$ cat config.mk
export PLATFORM = sky130hd
export DESIGN_NAME = anfl_core
export DESIGN_NICKNAME = d
export VERILOG_FILES = /design/src/design/anfl_pkg.sv /design/src/design/anfl_core.sv
export SDC_FILE = /design/constraint.sdc
export NUM_CORES = 1
export LEC_CHECK = 0
export BUFFER_PORTS_ARGS = -buffer_cell sky130_fd_sc_hd__buf_2
export CORE_MARGIN = 5
export CORE_UTILIZATION = 60
export CTS_BUF_LIST = sky130_fd_sc_hd__clkbuf_4 sky130_fd_sc_hd__clkbuf_8
export DETAILED_ROUTE_END_ITERATION = 6
export HOLD_SLACK_MARGIN = 0.12
export PLACE_DENSITY = 0.79
export SYNTH_ARGS = -nofsm -noshare
export SYNTH_HDL_FRONTEND = slang
export SYNTH_SLANG_ARGS = --single-unit
$ cat constraint.sdc
create_clock -name CLK_SYS -period 6.2 [get_ports CLK_SYS]
set_clock_uncertainty 0.1 [all_clocks]
set_input_delay 1.86 -clock CLK_SYS [delete_from_list [all_inputs] [get_ports CLK_SYS]]
set_output_delay 1.86 -clock CLK_SYS [all_outputs]
set_load 0.1 [all_outputs]
$ cat src/design/anfl_pkg.sv
// Constants for the auto-negotiation and fast link-down block
// Operation
// - Start negotiation on reset, restart, power-up
// - With enable set, power-up or link_fail starts
// - Enable change applies only at next restart
// - Send bursts on one pair, listen other
// - No partner negotiation: use parallel detection
// - Extract burst data bits into code word
// - Next pages from transmit, into receive register
// - After transmit write, new pages overwrite receive
// - Hold each next page until transmit written
// - Default window declares drops under 1 ms
// - Fast mode shortens window to 10 us
// - 32 receive errors per window drop link
// - 20 code violations per window drop link
// - 20 low-quality events per window drop link
// - Energy loss drops link at once
// - Criteria enabled singly or in combination
package anfl_pkg;
    localparam logic [4:0] REG_BASIC_MODE_CONTROL = 5'h00;
    localparam logic [4:0] REG_AN_ADVERTISEMENT = 5'h04;
    localparam logic [4:0] REG_AN_EXPANSION = 5'h06;
    localparam logic [4:0] REG_NEXT_PAGE_TRANSMIT = 5'h07;
    localparam logic [4:0] REG_NEXT_PAGE_RECEIVED = 5'h08;
    localparam logic [4:0] REG_CONTROL_THREE = 5'h0b;
    localparam int BMC_RESET_BIT = 15;
    localparam int BMC_AN_ENABLE_BIT = 12;
    localparam int BMC_POWER_DOWN_BIT = 11;
    localparam int BMC_RESTART_BIT = 9;
    localparam int ADV_NEXT_PAGE_BIT = 15;
    localparam int ADV_100TX_BIT = 7;
    localparam int PAGE_NEXT_BIT = 15;
    localparam int EXP_PAGE_RX_BIT = 1;
    localparam int EXP_LP_AN_ABLE_BIT = 0;
    localparam int EXP_NP_ABLE_BIT = 2;
    localparam int EXP_LP_NP_ABLE_BIT = 3;
    localparam int EXP_PDF_BIT = 4;
    localparam int SEL_RX_ERROR = 0;
    localparam int SEL_CODE_VIOL = 1;
    localparam int SEL_LOW_QUALITY = 2;
    localparam int SEL_ENERGY_LOSS = 3;
    localparam logic [15:0] BMC_RESET_VALUE = 16'h1000;
    localparam logic [15:0] ADV_RESET_VALUE = 16'h01e1;
    localparam logic [15:0] NPT_RESET_VALUE = 16'h2001;
    localparam logic [15:0] ZERO16 = 16'h0000;
    localparam int CLK_FREQ_HZ = 10_000_000;
    localparam int FAST_WINDOW_US = 10;
    localparam int SLOW_WINDOW_US = 750;
    localparam int FAST_WINDOW_CYC = FAST_WINDOW_US * (CLK_FREQ_HZ / 1_000_000);
    localparam int SLOW_WINDOW_CYC = SLOW_WINDOW_US * (CLK_FREQ_HZ / 1_000_000);
    localparam int RX_ERR_LIMIT = 32;
    localparam int CODE_VIOL_LIMIT = 20;
    localparam int LOW_QUAL_LIMIT = 20;
    localparam int SLOW_ERR_LIMIT = 1;
    localparam int WORD_BITS = 16;
endpackage : anfl_pkg

$ cat src/design/anfl_core.sv
// Auto-negotiation control, next-page exchange and fast link-down
`timescale 1ns/100ps
module anfl_core
#(
    parameter int WIN_BITS = 14
)
(
    // Clock and reset
    input wire logic CLK_SYS,
    input wire logic RESET_N,
    // Management register port
    input wire logic REG_WR,
    input wire logic REG_RD,
    input wire logic [4:0] REG_ADDR,
    input wire logic [15:0] REG_WDATA,
    output logic [15:0] REG_RDATA,
    // Crossover state and pulse pairs
    input wire logic MDIX_STATE,
    output logic PAIR_A_TX,
    output logic PAIR_B_TX,
    input wire logic PAIR_A_RX,
    input wire logic PAIR_B_RX,
    // Legacy partner detection from the receive path
    input wire logic LEGACY_100_SEEN,
    input wire logic LEGACY_10_SEEN,
    // Line condition inputs
    input wire logic RX_ERROR_EVT,
    input wire logic CODE_VIOL_EVT,
    input wire logic LOW_QUALITY_EVT,
    input wire logic ENERGY_LOSS,
    // Link results
    output logic LINK_UP,
    output logic LINK_DROP,
    output logic AN_BUSY,
    output logic AN_DONE,
    output logic SPEED_100,
    output logic [15:0] PARTNER_BASE_PAGE
);
    initial
    begin
        if (WIN_BITS < $clog2(anfl_pkg::SLOW_WINDOW_CYC) || WIN_BITS > 24)
            $error("WIN_BITS out of range");
    end

    typedef enum {ST_IDLE, ST_SEND, ST_WAIT_NP, ST_PD, ST_DONE} anfl_state_t;
    anfl_state_t state_q;

    logic [15:0] bmc_q, adv_q, npt_q, npr_q, lp_base_q, cr3_q;
    logic page_rx_q, pdf_q, lp_an_q, lp_np_q;
    logic an_en_live_q, npt_written_q, link_q, drop_q, speed_q;

    // Input synchronisers for outside-domain signals
    logic [1:0] s_a, s_b, s_100, s_10, s_rxe, s_cv, s_lq, s_el, s_mdix;
    always_ff @(posedge CLK_SYS or negedge RESET_N)
    begin
        if (!RESET_N)
        begin
            s_a <= 2'h0; s_b <= 2'h0; s_100 <= 2'h0; s_10 <= 2'h0;
            s_rxe <= 2'h0; s_cv <= 2'h0; s_lq <= 2'h0; s_el <= 2'h0;
            s_mdix <= 2'h0;
        end
        else
        begin
            s_a <= {s_a[0], PAIR_A_RX};
            s_b <= {s_b[0], PAIR_B_RX};
            s_100 <= {s_100[0], LEGACY_100_SEEN};
            s_10 <= {s_10[0], LEGACY_10_SEEN};
            s_rxe <= {s_rxe[0], RX_ERROR_EVT};
            s_cv <= {s_cv[0], CODE_VIOL_EVT};
            s_lq <= {s_lq[0], LOW_QUALITY_EVT};
            s_el <= {s_el[0], ENERGY_LOSS};
            s_mdix <= {s_mdix[0], MDIX_STATE};
        end
    end

    // Listen on the pair chosen by crossover state
    logic rx_pulse, rx_prev_q, rx_edge;
    assign rx_pulse = s_mdix[1] ? s_a[1] : s_b[1];
    always_ff @(posedge CLK_SYS or negedge RESET_N)
    begin
        if (!RESET_N)
            rx_prev_q <= 1'b0;
        else
            rx_prev_q <= rx_pulse;
    end
    assign rx_edge = rx_pulse && !rx_prev_q;

    // Register writes and start events
    logic wr_bmc, wr_npt, rd_npr, restart_req, soft_reset, pwr_up;
    logic start_an, link_fail;
    assign wr_bmc = REG_WR && REG_ADDR == anfl_pkg::REG_BASIC_MODE_CONTROL;
    assign wr_npt = REG_WR && REG_ADDR == anfl_pkg::REG_NEXT_PAGE_TRANSMIT;
    assign rd_npr = REG_RD && REG_ADDR == anfl_pkg::REG_NEXT_PAGE_RECEIVED;
    assign restart_req = wr_bmc && REG_WDATA[anfl_pkg::BMC_RESTART_BIT];
    assign soft_reset = wr_bmc && REG_WDATA[anfl_pkg::BMC_RESET_BIT];
    assign pwr_up = wr_bmc && bmc_q[anfl_pkg::BMC_POWER_DOWN_BIT]
        && !REG_WDATA[anfl_pkg::BMC_POWER_DOWN_BIT];
    assign link_fail = drop_q && an_en_live_q;
    logic boot_q;
    assign start_an = boot_q || soft_reset || restart_req || pwr_up
        || link_fail;

    always_ff @(posedge CLK_SYS or negedge RESET_N)
    begin
        if (!RESET_N)
            boot_q <= 1'b1;
        else
            boot_q <= 1'b0;
    end

    always_ff @(posedge CLK_SYS or negedge RESET_N)
    begin
        if (!RESET_N)
        begin
            bmc_q <= anfl_pkg::BMC_RESET_VALUE;
            adv_q <= anfl_pkg::ADV_RESET_VALUE;
            cr3_q <= anfl_pkg::ZERO16;
        end
        else if (soft_reset)
        begin
            bmc_q <= anfl_pkg::BMC_RESET_VALUE;
            adv_q <= anfl_pkg::ADV_RESET_VALUE;
            cr3_q <= anfl_pkg::ZERO16;
        end
        else if (REG_WR)
        begin
            if (wr_bmc)
            begin
                bmc_q <= REG_WDATA;
                bmc_q[anfl_pkg::BMC_RESTART_BIT] <= 1'b0;
            end
            if (REG_ADDR == anfl_pkg::REG_AN_ADVERTISEMENT)
                adv_q <= REG_WDATA;
            if (REG_ADDR == anfl_pkg::REG_CONTROL_THREE)
                cr3_q <= REG_WDATA;
        end
    end

    // Enable bit only takes effect at a restart
    always_ff @(posedge CLK_SYS or negedge RESET_N)
    begin
        if (!RESET_N)
            an_en_live_q <= 1'b1;
        else if (soft_reset)
            an_en_live_q <= anfl_pkg::BMC_RESET_VALUE[anfl_pkg::BMC_AN_ENABLE_BIT];
        else if (restart_req)
            an_en_live_q <= REG_WDATA[anfl_pkg::BMC_AN_ENABLE_BIT];
    end

    // Burst receiver: clock pulses alternate with data pulses
    logic [7:0] gap_q;
    logic [4:0] bit_cnt_q;
    logic [15:0] word_q;
    logic word_valid_q, expect_data_q;
    localparam logic [7:0] DATA_GAP = 8'h28;
    localparam logic [7:0] BURST_END = 8'hc8;
    always_ff @(posedge CLK_SYS or negedge RESET_N)
    begin
        if (!RESET_N)
        begin
            gap_q <= 8'h00; bit_cnt_q <= 5'h00; word_q <= 16'h0000;
            word_valid_q <= 1'b0; expect_data_q <= 1'b0;
        end
        else
        begin
            word_valid_q <= 1'b0;
            if (rx_edge)
            begin
                gap_q <= 8'h00;
                if (expect_data_q && gap_q < DATA_GAP)
                begin
                    word_q <= {1'b1, word_q[15:1]};
                    expect_data_q <= 1'b0;
                    bit_cnt_q <= bit_cnt_q + 5'h01;
                end
                else
                    expect_data_q <= 1'b1;
            end
            else if (gap_q != 8'hff)
            begin
                gap_q <= gap_q + 8'h01;
                if (expect_data_q && gap_q == DATA_GAP)
                begin
                    word_q <= {1'b0, word_q[15:1]};
                    expect_data_q <= 1'b0;
                    bit_cnt_q <= bit_cnt_q + 5'h01;
                end
                if (gap_q == BURST_END)
                begin
                    word_valid_q <= bit_cnt_q == 5'(anfl_pkg::WORD_BITS);
                    bit_cnt_q <= 5'h00;
                end
            end
        end
    end

    // Transmit serialiser: clock pulse then data pulse per bit
    logic [15:0] tx_word_q;
    logic [5:0] tx_slot_q;
    logic [7:0] tx_tmr_q;
    logic tx_pulse;
    assign tx_pulse = tx_tmr_q < 8'h02 && tx_slot_q < 6'h20
        && (!tx_slot_q[0] || tx_word_q[tx_slot_q[4:1]]);
    assign PAIR_A_TX = !s_mdix[1] && tx_pulse && state_q == ST_SEND;
    assign PAIR_B_TX = s_mdix[1] && tx_pulse && state_q == ST_SEND;
    always_ff @(posedge CLK_SYS or negedge RESET_N)
    begin
        if (!RESET_N)
        begin
            tx_slot_q <= 6'h00; tx_tmr_q <= 8'h00;
        end
        else if (state_q != ST_SEND)
        begin
            tx_slot_q <= 6'h00; tx_tmr_q <= 8'h00;
        end
        else if (tx_tmr_q == DATA_GAP)
        begin
            tx_tmr_q <= 8'h00;
            tx_slot_q <= tx_slot_q == 6'h3f ? 6'h00 : tx_slot_q + 6'h01;
        end
        else
            tx_tmr_q <= tx_tmr_q + 8'h01;
    end

    // Negotiation sequence with next pages and parallel detection
    logic np_mode;
    assign np_mode = adv_q[anfl_pkg::ADV_NEXT_PAGE_BIT];
    always_ff @(posedge CLK_SYS or negedge RESET_N)
    begin
        if (!RESET_N)
        begin
            state_q <= ST_IDLE; tx_word_q <= 16'h0000; lp_base_q <= 16'h0000;
            npr_q <= 16'h0000; lp_an_q <= 1'b0; lp_np_q <= 1'b0; pdf_q <= 1'b0;
            speed_q <= 1'b0; page_rx_q <= 1'b0; npt_written_q <= 1'b0;
        end
        else
        begin
            if (REG_RD && REG_ADDR == anfl_pkg::REG_AN_EXPANSION)
                page_rx_q <= 1'b0;
            if (wr_npt)
                npt_written_q <= 1'b1;
            if (start_an)
            begin
                npt_written_q <= 1'b1;
                lp_an_q <= 1'b0;
                pdf_q <= 1'b0;
                state_q <= an_en_live_q || restart_req ? ST_SEND : ST_DONE;
                tx_word_q <= adv_q;
            end
            else
                case (state_q)
                    ST_SEND:
                    begin
                        if (word_valid_q)
                        begin
                            lp_an_q <= 1'b1;
                            page_rx_q <= 1'b1; // set wins over read clear
                            if (!lp_an_q)
                            begin
                                lp_base_q <= word_q;
                                lp_np_q <= word_q[anfl_pkg::PAGE_NEXT_BIT];
                            end
                            else if (npt_written_q || wr_npt)
                                npr_q <= word_q;
                            if (np_mode && (word_q[anfl_pkg::PAGE_NEXT_BIT]
                                || tx_word_q[anfl_pkg::PAGE_NEXT_BIT]))
                            begin
                                state_q <= ST_WAIT_NP;
                                npt_written_q <= wr_npt;
                            end
                            else
                            begin
                                state_q <= ST_DONE;
                                speed_q <= adv_q[anfl_pkg::ADV_100TX_BIT]
                                    && (lp_an_q
                                    ? lp_base_q[anfl_pkg::ADV_100TX_BIT]
                                    : word_q[anfl_pkg::ADV_100TX_BIT]);
                            end
                        end
                        else if (s_100[1] || s_10[1])
                            state_q <= ST_PD;
                    end
                    ST_WAIT_NP:
                        if (npt_written_q || wr_npt)
                        begin
                            tx_word_q <= wr_npt ? REG_WDATA : npt_q;
                            state_q <= ST_SEND;
                        end
                    ST_PD:
                    begin
                        speed_q <= s_100[1];
                        pdf_q <= s_100[1] && s_10[1];
                        state_q <= ST_DONE;
                    end
                    ST_DONE: state_q <= ST_DONE;
                    default: state_q <= ST_IDLE;
                endcase
        end
    end

    always_ff @(posedge CLK_SYS or negedge RESET_N)
    begin
        if (!RESET_N)
            npt_q <= anfl_pkg::NPT_RESET_VALUE;
        else if (wr_npt)
            npt_q <= REG_WDATA;
    end

    // Link loss monitoring window and error counters
    logic [WIN_BITS-1:0] win_q;
    logic [5:0] rxe_cnt_q, cv_cnt_q, lq_cnt_q;
    logic fast_mode, win_end, trip;
    assign fast_mode = cr3_q[3:0] != 4'h0;
    // Compare with >= so a mode switch mid-window cannot skip the end
    assign win_end = win_q >= (fast_mode
        ? WIN_BITS'(anfl_pkg::FAST_WINDOW_CYC - 1)
        : WIN_BITS'(anfl_pkg::SLOW_WINDOW_CYC - 1));

    function automatic logic [5:0] bump(input logic [5:0] c, input logic e);
        bump = (e && c != 6'h3f) ? c + 6'h01 : c;
    endfunction : bump

    assign trip = fast_mode ? (
        (cr3_q[anfl_pkg::SEL_RX_ERROR]
            && rxe_cnt_q >= 6'(anfl_pkg::RX_ERR_LIMIT))
        || (cr3_q[anfl_pkg::SEL_CODE_VIOL]
            && cv_cnt_q >= 6'(anfl_pkg::CODE_VIOL_LIMIT))
        || (cr3_q[anfl_pkg::SEL_LOW_QUALITY]
            && lq_cnt_q >= 6'(anfl_pkg::LOW_QUAL_LIMIT))
        || (cr3_q[anfl_pkg::SEL_ENERGY_LOSS] && s_el[1]))
        : (win_end && s_el[1]);

    always_ff @(posedge CLK_SYS or negedge RESET_N)
    begin
        if (!RESET_N)
        begin
            win_q <= '0; rxe_cnt_q <= 6'h00; cv_cnt_q <= 6'h00;
            lq_cnt_q <= 6'h00;
        end
        else if (win_end || !link_q)
        begin
            win_q <= '0; rxe_cnt_q <= 6'h00; cv_cnt_q <= 6'h00;
            lq_cnt_q <= 6'h00;
        end
        else
        begin
            win_q <= win_q + 1'b1;
            rxe_cnt_q <= bump(rxe_cnt_q, s_rxe[1]);
            cv_cnt_q <= bump(cv_cnt_q, s_cv[1]);
            lq_cnt_q <= bump(lq_cnt_q, s_lq[1]);
        end
    end

    always_ff @(posedge CLK_SYS or negedge RESET_N)
    begin
        if (!RESET_N)
        begin
            link_q <= 1'b0; drop_q <= 1'b0;
        end
        else
        begin
            drop_q <= link_q && trip;
            if (start_an || (link_q && trip))
                link_q <= 1'b0;
            else if (state_q == ST_DONE && !s_el[1])
                link_q <= 1'b1;
        end
    end

    // Register read mux
    always_ff @(posedge CLK_SYS or negedge RESET_N)
    begin
        if (!RESET_N)
            REG_RDATA <= 16'h0000;
        else if (REG_RD)
            case (REG_ADDR)
                anfl_pkg::REG_BASIC_MODE_CONTROL: REG_RDATA <= bmc_q;
                anfl_pkg::REG_AN_ADVERTISEMENT: REG_RDATA <= adv_q;
                anfl_pkg::REG_AN_EXPANSION:
                    REG_RDATA <= {11'h000, pdf_q, lp_np_q, np_mode,
                        page_rx_q, lp_an_q};
                anfl_pkg::REG_NEXT_PAGE_TRANSMIT: REG_RDATA <= npt_q;
                anfl_pkg::REG_NEXT_PAGE_RECEIVED: REG_RDATA <= npr_q;
                anfl_pkg::REG_CONTROL_THREE: REG_RDATA <= cr3_q;
                default: REG_RDATA <= 16'h0000;
            endcase
    end

    assign LINK_UP = link_q;
    assign LINK_DROP = drop_q;
    assign AN_BUSY = state_q == ST_SEND || state_q == ST_WAIT_NP;
    assign AN_DONE = state_q == ST_DONE;
    assign SPEED_100 = speed_q;
    assign PARTNER_BASE_PAGE = lp_base_q;
endmodule : anfl_core

==> impl_metrics.py <==
metrics = {
    "yosys": {
        "syn_inst": 999,
        "synth_top_family_by_area": "simple AND/OR/NAND/NOR gates",
        "synth.yosys.seq_area_share_pct": 54.2,
        "synth_mux_area_share_pct": 9.70,
        "syn_nets": 1052,
        "yosysWarningCount": 0,
        "synth.distinct_cells": 70,
        "synthArstFlopShare_pct": 100,
        "syn_area_sq_mm": 0.0109,
        "ys.flop_type": "dfrtp_1",
        "synthXorXnorAreaFrac_pct": 2.82,
        "synthAdderAreaFrac_pct": 2.19,
        "synthSimpleGateAreaFrac_pct": 14.4,
        "synth_compound_area_share_pct": 13.3,
        "avgSynthCellArea_sq_um": 10.9,
        "synth_seq_cells": 235,
        "synth_edf_count": 0,
    },
    "clock_tree": {
        "clock-root-buffer": "clkbuf_8",
        "cts_buffer_depth": 3,
        "cts-htree-levels": 2,
        "holdBufCountCts": 0,
        "cts.sinks": 235,
        "cts.repair.resized": 0,
        "cts_tree": "done",
        "clkTransAtPathRegs_ns": 0.06,
        "cts_setup_buffers": 0,
        "numCtsBuffers": 39,
        "clk_latency_ns": 0.55,
    },
    "min_path": {
        "min_path_type": "reg -> reg",
        "min_to": "s_cv[1]",
        "holdCritStartpoint": "s_cv[0]",
        "holdPathStages": 0,
    },
    "sta": {
        "grt_setup_unrepaired": "no",
        "period_share_pct": 74.2,
        "slew_headroom_pct": 30.8,
        "hold_viol_final": 0,
        "fin_tns_setup_ns": 0,
        "drv_slew": 0,
        "setup-violations-final": 0,
        "achievable-frequency_mhz": 217,
        "period_needed_ns": 4.60,
        "tightest_slew_ns": 1.04,
    },
    "setup_path": {
        "r2r_start": "cr3_q[0]",
        "reg2reg_depth": 9,
        "crit_arrival_ns": 2.64,
        "reg2reg_setup_slack_ns": 2.79,
        "path_buf_inv": 1,
        "cp_top_family": "multiplexers",
        "cpPeakStageDelay_ns": 0.59,
        "end_kind": "output port",
        "worstSetupPathType": "reg -> out",
        "crit_required_ns": 4.24,
        "cp_cell_sequence": "mux4_2 > mux2_2 > nor3b_1 > nor4_1 > buf_2",
        "worstPathMaxFanout": 9,
        "critPathLaunchType": "flip-flop",
        "slowest_stage": "dfrtp_1",
        "r2r_end": "lq_cnt_q[1]",
    },
    "pwr": {
        "cellPowerDensity_mw_per_mm2": 306,
        "p_leak_nw": 5.47,
        "power_mw": 3.73,
        "irDropWorstVdd_mv": 0.208,
    },
    "routing": {
        "drt_iter0_markers": 674,
        "vias": 7888,
        "drc": 0,
        "wire_per_inst_um": 18.8,
        "ant_nets": 0,
        "drt-total-wl_um": 25000,
        "dr.pass1.iters": 5,
        "vias_per_cell": 5.94,
    },
    "layout": {
        "finalCoreUtilization_pct": 68.0,
        "nets": 1124,
        "drive_gt1_share_pct": 21.9,
        "nFillCells": 1363,
        "area_delta_synth_final_pct": 12.1,
    },
    "placement": {
        "gp_congestion": 0.890,
        "io_buffers": 72,
        "dpl.hpwl_um": 17200,
    },
    "floorplanning": {
        "design.core.area_sq_mm": 0.0179,
        "placement_rows": 49,
        "dieHeight_um": 145,
        "design.portCount": 73,
        "die_w_um": 145,
        "initial_core_util_pct": 60.7,
        "dieArea_sq_mm": 0.0209,
    },
    "grt": {
        "grt_pass1_vias": 7864,
        "grt_max_degree": 128,
        "grt_antenna_before_repair": 0,
        "track_usage_pct": 24.9,
        "grt_overflow": 0,
        "grt_pass1_wl_um": 41300,
    },
    "run": {
        "drv_cap": 0,
    },
    "run_status": {
        "outcome": "completed",
    },
}
## placed cells by master, fill, tap and decap left out, drive strengths merged, types with 10 or more instances in the layout
cell and n:
nand2 99, a222oi 10, nand3 34, o21ai 60, dfrtp 225, nor3 13, xor2 23, a21o 13
mux2 66, ha 19, nand2b 18, o22ai 16, a21oi 34, xnor2 12, dfstp 10, and3 10
clkbuf 60, mux2i 22, a22oi 27, nor2 95, o22a 17, inv 35, buf 81
## logic make-up after synthesis
family,after synthesis
compound gates,214
xor+xnor,35
fa+ha+maj,19
buf+inv,82
flops,235
mux,92
other cells,1
simple gates,321
## cells in the mapped netlist, types with 12 or more instances
cell / instances / area (sq um)
dfrtp_1: 225 / 5630
nand2_1: 99 / 372
nor2_1: 91 / 342
o21ai_0: 56 / 280
mux2_2: 54 / 608
a21oi_1: 34 / 170
nand3_1: 34 / 170
inv_1: 32 / 120
clkbuf_1: 30 / 113
a22oi_1: 27 / 203
xor2_1: 23 / 201
mux2i_1: 22 / 220
ha_1: 19 / 238
nand2b_1: 18 / 113
o22a_1: 17 / 149
o22ai_1: 16 / 100
a21o_1: 13 / 97.6
mux2_1: 12 / 135
xnor2_1: 12 / 105
## final cells by class
| cell class | count | area [sq um] | share of cell area [%] |
|---|---|---|---|
| antenna | 1 | 2.50 | 0.0205 |
| sequential | 235 | 5890 | 48.4 |
| inverter | 32 | 120 | 0.986 |
| tap | 229 | 287 | 2.35 |
| multi-input combinational | 682 | 4610 | 37.9 |
| clock inverter | 8 | 53.8 | 0.442 |
| clock buffer | 60 | 757 | 6.22 |
| timing repair buffer | 81 | 450 | 3.70 |
## per-stage QoR
stage | area, sq um | setup WS (ns) | hold slack (ns) | instances
floorplan | 10900 | 0.204 | 0.231 | 999
global route | 12200 | 1.47 | 0.254 | 1327
global placement | 11400 | 2.01 | 0.233 | 1259
detailed placement | 11400 | 1.92 | 0.236 | 1259
finish | 12200 | 1.60 | 0.246 | 1328
CTS | 12200 | 1.58 | 0.250 | 1327
## registers in the layout (all words and copies together), names as in the netlist, 3 cells and up
signal	flops
tx_word_q	16
rxe_cnt_q	6
npt_q	16
tx_tmr_q	8
bmc_q	15
bit_cnt_q	5
cr3_q	16
word_q	16
lq_cnt_q	6
PARTNER_BASE_PAGE	16
REG_RDATA	16
adv_q	16
cv_cnt_q	6
gap_q	8
win_q	14
state_q	3
npr_q	16
tx_slot_q	6
## power breakdown
part / internal (mW) / leakage (nW) / switching (mW)
clock: 0.784 / 0.438 / 0.616
combinational: 0.192 / 1.96 / 0.278
sequential: 1.71 / 3.07 / 0.151
## worst reg2reg max path: cells and delay by family (launching register included)
family / cells / cell delay, ns
DFF: 1 / 0.41
and+or+nand+nor: 4 / 1.00
adders and majority gates: 1 / 0.37
AOI/OAI and AO/OA: 2 / 0.73
buffers and inverters: 2 / 0.65
## layer usage
| metal | vias to the layer above | routed length (um) | part of all wire (%) | track usage (%) |
|---|---|---|---|---|
| met5 | - | 0 | 0 | 0 |
| met4 | 0 | 775 | 3.1 | 8.59 |
| met2 | 268 | 11700 | 47 | 38.6 |
| li1 | 3691 | - | - | - |
| met3 | 48 | 1860 | 7.4 | 6.48 |
| met1 | 3881 | 10700 | 43 | 34.4 |
## worst max-delay path by stage
stage,startpoint,end,slack [ns],depth (start not counted)
floorplan,tx_slot_q[1],PAIR_A_TX,0.20,5
global placement,REG_ADDR[0],npr_q[12],2.01,7
detailed placement,REG_ADDR[0],npr_q[12],1.92,7
CTS,tx_slot_q[1],PAIR_A_TX,1.58,5
global route,tx_slot_q[1],PAIR_A_TX,1.47,5
finish,tx_slot_q[1],PAIR_A_TX,1.60,5
Power figures use the tool's default switching activity.
